### src/include/pbc_pkg.sv
package pbc_pkg;

  // Configuration dword index of the command/status dword (byte offset 0x04).
  localparam logic [5:0] PBC_CMD_DWORD = 6'h01;

  // Field positions inside the 16-bit command half of the dword.
  localparam int PBC_IO_EN_BIT = 0;
  localparam int PBC_MEM_EN_BIT = 1;
  localparam int PBC_MASTER_EN_BIT = 2;
  localparam int PBC_SPECIAL_EN_BIT = 3;
  localparam int PBC_MWI_EN_BIT = 4;

  // Reset values of the fields and of the whole command half.
  localparam logic PBC_IO_EN_RST = 1'b0;
  localparam logic PBC_MEM_EN_RST = 1'b0;
  localparam logic PBC_MASTER_EN_RST = 1'b0;
  localparam logic [15:0] PBC_CMD_RST = 16'h0000;

  // Read-only fields and the upper status half, which live outside this block.
  localparam logic PBC_RO_ZERO = 1'b0;
  localparam logic [15:0] PBC_STATUS_ZERO = 16'h0000;
  localparam logic [31:0] PBC_DWORD_ZERO = 32'h0000_0000;

  // Transaction class as seen by the decoders around the bridge core.
  typedef enum logic [2:0] {
    PBC_KIND_NONE = 3'h0,
    PBC_KIND_IO = 3'h1,
    PBC_KIND_MEM = 3'h3,
    PBC_KIND_CFG = 3'h2,
    PBC_KIND_SPECIAL = 3'h6
  } pbc_kind_e;

  // One configuration access taken from the primary bus.
  typedef struct packed {
    logic valid;
    logic write;
    logic type0;
    logic [5:0] dword;
    logic [3:0] be_n;
    logic [31:0] wdata;
  } pbc_cfg_req_s;

  // One transaction offered for claiming or for forwarding.
  typedef struct packed {
    logic valid;
    pbc_kind_e kind;
    logic in_range;
    logic mem_write;
    logic orig_mwi;
  } pbc_txn_s;

  // Decoded command fields handed to the rest of the bridge.
  typedef struct packed {
    logic mwi_en;
    logic special_en;
    logic master_en;
    logic mem_en;
    logic io_en;
  } pbc_cmd_s;

endpackage : pbc_pkg

### src/core/pbc_primary_command.sv
`timescale 1ns/100ps
// Functional notes
// - I/O enable clear: no primary I/O claim
// - I/O enable set: primary I/O responses allowed
// - Memory enable clear: no primary memory claim
// - Memory enable set: claim decoded memory ranges
// - Master enable clear: block secondary I/O/memory
// - Master enable set: initiate primary, claim secondary
// - Configuration forwarding ignores master enable
// - Special cycles ignored; enable reads zero
// - MWI enable reads zero; forward-only MWI
// - Command fields govern the primary interface
module pbc_primary_command
  import pbc_pkg::*;
(
  input wire logic i_sys_clk, // Primary bus clock.
  input wire logic i_rst_b, // Asynchronous reset, active low.
  input wire pbc_cfg_req_s i_cfg, // Configuration access from the primary bus.
  output logic o_cfg_hit, // Access addresses the command dword.
  output logic o_cfg_ack, // One-cycle completion of a taken access.
  output logic [31:0] o_cfg_rdata, // Read data, valid with o_cfg_ack.
  input wire pbc_txn_s i_p_txn, // Transaction started on the primary bus.
  output logic o_p_claim, // Bridge claims the primary transaction.
  input wire pbc_txn_s i_s_txn, // Transaction started on the secondary bus.
  output logic o_s_claim, // Bridge claims the secondary transaction.
  input wire pbc_txn_s i_fwd_txn, // Request to initiate on the primary bus.
  output logic o_fwd_grant, // Primary initiation permitted.
  output logic o_fwd_use_mwi, // Issue memory write and invalidate.
  output pbc_cmd_s o_cmd // Current command fields.
);

  logic io_en_reg;
  logic mem_en_reg;
  logic master_en_reg;
  logic io_en_next;
  logic mem_en_next;
  logic master_en_next;
  logic cfg_take;
  logic cfg_write;
  logic low_lane_on;
  logic ack_reg;
  logic [31:0] rdata_reg;
  logic [15:0] cmd_view;

  // Memory, I/O and configuration claims all depend on the range decode.
  function automatic logic gate_kind(
    input pbc_txn_s txn,
    input logic io_ok,
    input logic mem_ok
  );
    logic ok;
    ok = 1'b0;
    if (txn.valid) begin
      unique case (txn.kind)
        PBC_KIND_IO: ok = io_ok & txn.in_range;
        PBC_KIND_MEM: ok = mem_ok & txn.in_range;
        // Configuration forwarding passes whenever in range, whatever the enables.
        PBC_KIND_CFG: ok = txn.in_range;
        // Special cycles ignored.
        PBC_KIND_SPECIAL: ok = 1'b0;
        PBC_KIND_NONE: ok = 1'b0;
        default: ok = 1'b0;
      endcase
    end
    return ok;
  endfunction : gate_kind

  assign o_cfg_hit = i_cfg.valid & i_cfg.type0 & (i_cfg.dword == PBC_CMD_DWORD);
  assign cfg_take = o_cfg_hit;
  assign cfg_write = cfg_take & i_cfg.write;
  assign low_lane_on = ~i_cfg.be_n[0];

  // The writable fields all sit in byte lane 0; lane 1 holds nothing here.
  always_comb begin
    io_en_next = io_en_reg;
    mem_en_next = mem_en_reg;
    master_en_next = master_en_reg;
    if (cfg_write && low_lane_on) begin
      io_en_next = i_cfg.wdata[PBC_IO_EN_BIT];
      mem_en_next = i_cfg.wdata[PBC_MEM_EN_BIT];
      master_en_next = i_cfg.wdata[PBC_MASTER_EN_BIT];
    end
  end

  always_ff @(posedge i_sys_clk or negedge i_rst_b) begin
    if (!i_rst_b) begin
      io_en_reg <= PBC_IO_EN_RST;
    end else begin
      io_en_reg <= io_en_next;
    end
  end

  always_ff @(posedge i_sys_clk or negedge i_rst_b) begin
    if (!i_rst_b) begin
      mem_en_reg <= PBC_MEM_EN_RST;
    end else begin
      mem_en_reg <= mem_en_next;
    end
  end

  always_ff @(posedge i_sys_clk or negedge i_rst_b) begin
    if (!i_rst_b) begin
      master_en_reg <= PBC_MASTER_EN_RST;
    end else begin
      master_en_reg <= master_en_next;
    end
  end

  always_comb begin
    cmd_view = PBC_CMD_RST;
    cmd_view[PBC_IO_EN_BIT] = io_en_reg;
    cmd_view[PBC_MEM_EN_BIT] = mem_en_reg;
    cmd_view[PBC_MASTER_EN_BIT] = master_en_reg;
    cmd_view[PBC_SPECIAL_EN_BIT] = PBC_RO_ZERO;
    cmd_view[PBC_MWI_EN_BIT] = PBC_RO_ZERO;
  end

  // Reads return the whole dword; the master picks its lanes from it.
  always_ff @(posedge i_sys_clk or negedge i_rst_b) begin
    if (!i_rst_b) begin
      ack_reg <= 1'b0;
      rdata_reg <= PBC_DWORD_ZERO;
    end else begin
      ack_reg <= cfg_take;
      if (cfg_take && !i_cfg.write) begin
        rdata_reg <= {PBC_STATUS_ZERO, cmd_view};
      end else begin
        rdata_reg <= PBC_DWORD_ZERO;
      end
    end
  end

  assign o_cfg_ack = ack_reg;

  assign o_cfg_rdata = rdata_reg;

  // Each claim path has its own enables so that retuning one path cannot
  // silently change the behaviour of the others.
  logic p_io_ok;

  logic p_mem_ok;

  logic s_io_ok;

  logic s_mem_ok;

  logic f_io_ok;

  logic f_mem_ok;

  logic p_claim_w;

  logic s_claim_w;

  logic fwd_grant_w;

  logic fwd_is_mem;

  logic fwd_is_write;

  logic fwd_from_mwi;

  logic fwd_mwi_w;

  always_comb begin
    p_io_ok = io_en_reg;

    p_mem_ok = mem_en_reg;
  end

  always_comb begin
    s_io_ok = master_en_reg;

    s_mem_ok = master_en_reg;
  end

  always_comb begin
    f_io_ok = master_en_reg;

    f_mem_ok = master_en_reg;
  end

  always_comb begin
    p_claim_w = gate_kind(i_p_txn, p_io_ok, p_mem_ok);
  end

  always_comb begin
    s_claim_w = gate_kind(i_s_txn, s_io_ok, s_mem_ok);
  end

  always_comb begin
    fwd_grant_w = gate_kind(i_fwd_txn, f_io_ok, f_mem_ok);
  end

  assign o_p_claim = p_claim_w;

  assign o_s_claim = s_claim_w;

  assign o_fwd_grant = fwd_grant_w;

  // The bridge never originates this command; it only passes one along.
  always_comb begin
    fwd_is_mem = 1'b0;

    fwd_is_write = 1'b0;

    fwd_from_mwi = 1'b0;

    if (i_fwd_txn.kind == PBC_KIND_MEM) begin
      fwd_is_mem = 1'b1;
    end

    if (i_fwd_txn.mem_write) begin
      fwd_is_write = 1'b1;
    end

    if (i_fwd_txn.orig_mwi) begin
      fwd_from_mwi = 1'b1;
    end
  end

  always_comb begin
    fwd_mwi_w = 1'b0;

    if (fwd_grant_w && fwd_is_mem) begin
      fwd_mwi_w = fwd_is_write & fwd_from_mwi;
    end
  end

  assign o_fwd_use_mwi = fwd_mwi_w;

  // The decoded fields follow the stored bits; read-only ones stay zero.
  always_comb begin
    o_cmd.io_en = io_en_reg;

    o_cmd.mem_en = mem_en_reg;

    o_cmd.master_en = master_en_reg;

    o_cmd.special_en = PBC_RO_ZERO;

    o_cmd.mwi_en = PBC_RO_ZERO;
  end

endmodule : pbc_primary_command

### config.mk
export PLATFORM = sky130hd
export DESIGN_NAME = pbc_primary_command
export DESIGN_NICKNAME = d
export VERILOG_FILES = /design/src/include/pbc_pkg.sv /design/src/core/pbc_primary_command.sv
export SDC_FILE = /design/constraint.sdc
export NUM_CORES = 1
export LEC_CHECK = 0
export ABC_AREA = 1
export BUFFER_PORTS_ARGS = -buffer_cell sky130_fd_sc_hd__buf_4
export CORE_AREA = 2 2 40 79
export DETAILED_ROUTE_END_ITERATION = 8
export DIE_AREA = 0 0 42 81
export GPL_TIMING_DRIVEN = 0
export HOLD_SLACK_MARGIN = 0.02
export PLACE_DENSITY = 0.81
export SETUP_SLACK_MARGIN = 0.2
export SLEW_MARGIN = 20
export SYNTH_ARGS = -nofsm -noshare
export SYNTH_HDL_FRONTEND = slang
export SYNTH_SLANG_ARGS = --single-unit
export TNS_END_PERCENT = 100
### constraint.sdc
create_clock -name i_sys_clk -period 0.8 [get_ports i_sys_clk]
set_input_delay 0.04 -clock i_sys_clk [delete_from_list [all_inputs] [get_ports i_sys_clk]]
set_output_delay 0.04 -clock i_sys_clk [all_outputs]
set_load 0.005 [all_outputs]
==> results.toml <==
[layout]
utilization_pct = 50.5
drive_above_1_share_pct = 64.5
count_of_inserted_antenna_diode_cells = 0
nNetsFinal = 252
stdcell_area_um2 = 1430
flip_flop_count_of_the_largest_register_all_copies_and_words_added = 3
synthToLayoutAreaGrowth_pct = 109

[critical_path]
crit_path_end_kind = "output pin"
r2r_start = "mem_en_reg"
cp_data_required_time_ns = 0.76
worst_path_max_fanout = 4
cp-startpoint = "f_io_ok"
crit_path_start_kind = "flip-flop"
critical_path.endpoint = "o_fwd_use_mwi"
reg2reg_to = "mem_en_reg"
rr_worst_depth = 5
timing.setup.critical_path_class = "reg -> out"
rrSetupSlack_ns = -0.11
cp.arrival_ns = 1.15

[global_route]
number_of_antenna_violations_at_the_first_check_in_global_routing = 0
global_route.overflow_total = 0
vias_in_the_first_global_route = 721
grt_first_pass_wirelength_mm = 2.82
grtUsageTotal_pct = 10.8
grt_max_degree = 8

[timing]
fmaxAchievable_mhz = 840
rsz0062_at_grt = "yes"
report.final.setup_viol = 10
worst_slack_ns = -0.390
timing.final.crit_period_ns = 1.19
timing.clock.skew_ns = 0.00270
finalCritPeriodShare_pct = 149
timing.final.max_slew_violations = 0
hold_viol_final = 0

[cts]
htree_num_levels = 1
clockBufferDepth = 2
cts-buffers-inserted = 3
clock_tree.root_cell = "sky130_fd_sc_hd__clkbuf_8"
cts.sink_count = 7
cts_tree = "built"
clk_pin_slew_worst_paths_ns = 0.04
clk-insertion-delay-late_ns = 0.23

[status]
outcome = "finished with violations"
violations = "setup timing"

[drt]
post_drt_via_cell_ratio = 3.76
final_antenna_net_count = 0
avgRoutedWirePerCell_um = 8.96
drt_iter0_drc = 4
routed_wl_mm = 1.91
drt_pass1_iterations = 2
remaining_drc_errors = 0
routed-via-count = 800

[yosys]
sequential_element_share_of_the_synthesized_area_pct = 25.6
mapped_cell_area_um2 = 684
synth.yosys.warnings = 0
yosys_register_bits = 7
synth.lib_cells_used.distinct = 18
syn_inst = 92
syn_avg_cell_area_um2 = 7.44

[min_path]
hp-class = "in -> reg"

[flow_run]
maxCapViolCount = 0

[floorplan]
rows = 28
starting_utilization_of_the_core_area_pct = 24.1
ioPinCount = 111
die-width_um = 42
die_height_um = 81
floorplan.core_area_um2 = 2840
die-area_um2 = 3400

[pwr]
vdd_drop_max_v = 0.000611
post-layout-total-power_w = 0.00127
power-per-cell-area_nw_per_um2 = 888
total_leakage_power_nw = 0.834

[placement]
dpl_cell_area_um2 = 1160
dp_hpwl_mm = 1.40
io_buffer_count = 43
place_congestion = 0.671
how the worst min path moves through the flow:
stage | startpoint | end | slack, ns | depth (start not counted)
global placement | i_rst_b | o_cfg_rdata[1] | -0.15 | 1
global route | i_cfg[1] | mem_en_reg | 0.08 | 3
floorplan | i_rst_b | f_io_ok | -0.26 | 0
finish | i_cfg[1] | mem_en_reg | 0.07 | 3
CTS | i_cfg[1] | mem_en_reg | 0.07 | 3
detailed placement | i_rst_b | o_cfg_rdata[2] | -0.15 | 1
worst max-delay path, cell delays in order (launching register included):
cell and delay, ns:
sky130_fd_sc_hd__dfrtp_1 0.39, sky130_fd_sc_hd__nand2_1 0.09, sky130_fd_sc_hd__a21oi_2 0.16, sky130_fd_sc_hd__and2b_1 0.17, sky130_fd_sc_hd__buf_4 0.12
per-layer routing:
metal | GRT usage [%] | part of all wire (%) | vias to the layer above
met4 | 4.84 | 1.6 | 0
met5 | 0 | 0 | -
met3 | 3.56 | 15 | 4
met1 | 9.34 | 28 | 331
met2 | 21.4 | 55 | 69
li1 | - | - | 396
final cells by class:
cell class,instances,area (um2)
buffer,34,267
inverter,12,45.0
tap,30,37.5
timing repair buffer,57,509
multi-input combinational,69,354
sequential,7,175
clock buffer,4,45.0
fill,267,1410
cells by family after synthesis:
family | count (synthesis) | synth area share, %
buffers and inverters | 46 | 43.9
AND/OR/NAND/NOR | 35 | 27.2
flip-flops | 7 | 25.6
AO/OA/AOI/OAI | 3 | 2.74
other | 1 | 0.548
where the power goes:
group | internal, W | total [W] | switching [W]
sequential | 0.000360 | 0.000365 | 0.00000470
clock | 0.000344 | 0.000489 | 0.000145
combinational | 0.000271 | 0.000419 | 0.000148
placed cells by master (no fill, tap or decap):
cell / n
sky130_fd_sc_hd__buf_4: 66
sky130_fd_sc_hd__inv_2: 8
sky130_fd_sc_hd__nor2_4: 2
sky130_fd_sc_hd__inv_1: 4
sky130_fd_sc_hd__nand2_2: 5
sky130_fd_sc_hd__buf_6: 24
sky130_fd_sc_hd__nand3_2: 3
sky130_fd_sc_hd__clkbuf_1: 1
sky130_fd_sc_hd__a21oi_2: 2
sky130_fd_sc_hd__clkbuf_8: 3
sky130_fd_sc_hd__and2b_1: 1
sky130_fd_sc_hd__nand3_1: 1
sky130_fd_sc_hd__nand4_1: 4
sky130_fd_sc_hd__nand2_1: 9
sky130_fd_sc_hd__dfrtp_1: 7
sky130_fd_sc_hd__dlygate4sd3_1: 1
sky130_fd_sc_hd__nor2_1: 4
sky130_fd_sc_hd__nand3b_1: 1
sky130_fd_sc_hd__o21ai_1: 1
sky130_fd_sc_hd__conb_1: 31
sky130_fd_sc_hd__nor2_2: 3
sky130_fd_sc_hd__and2_4: 1
sky130_fd_sc_hd__nor3_2: 1
per-stage QoR:
step           setup TNS [ns]  hold slack (ns)  cells  setup WS, ns
6_report                -2.10           0.0694    213        -0.390
3_5_place_dp           -0.220           -0.146    195        -0.110
4_1_cts                 -1.59           0.0689    208        -0.334
3_3_place_gp           -0.118           -0.148    195       -0.0684
2_1_floorplan               0           -0.256    122        0.0576
5_1_grt                 -2.45           0.0848    213        -0.426
cell usage after synthesis:
master | instances | area share (%)
sky130_fd_sc_hd__nand3_1 | 2 | 1.5
sky130_fd_sc_hd__inv_1 | 12 | 6.6
sky130_fd_sc_hd__nor3_1 | 1 | 0.73
sky130_fd_sc_hd__a21oi_1 | 1 | 0.73
sky130_fd_sc_hd__nor2_1 | 6 | 3.3
sky130_fd_sc_hd__and2_2 | 1 | 1.1
sky130_fd_sc_hd__nor2_2 | 1 | 0.91
sky130_fd_sc_hd__conb_1 | 1 | 0.55
sky130_fd_sc_hd__o21ai_0 | 1 | 0.73
sky130_fd_sc_hd__dfrtp_1 | 7 | 26
sky130_fd_sc_hd__nand3b_1 | 1 | 1.1
sky130_fd_sc_hd__buf_4 | 34 | 37
sky130_fd_sc_hd__nand2_1 | 14 | 7.7
sky130_fd_sc_hd__nor2_4 | 2 | 3.3
sky130_fd_sc_hd__nand4_1 | 4 | 3.7
sky130_fd_sc_hd__and2b_1 | 1 | 1.1
sky130_fd_sc_hd__a21oi_2 | 1 | 1.3
sky130_fd_sc_hd__nand3_2 | 2 | 2.9
what timing repair did:
item,4_1_cts,5_1_grt
hold buffers,1,0
gates resized for setup,31,12
setup endpoints to repair,18,18
pin swaps,8,9
hold endpoints to repair,7,0
buffers inserted,8,5
Power figures use the tool's default switching activity.
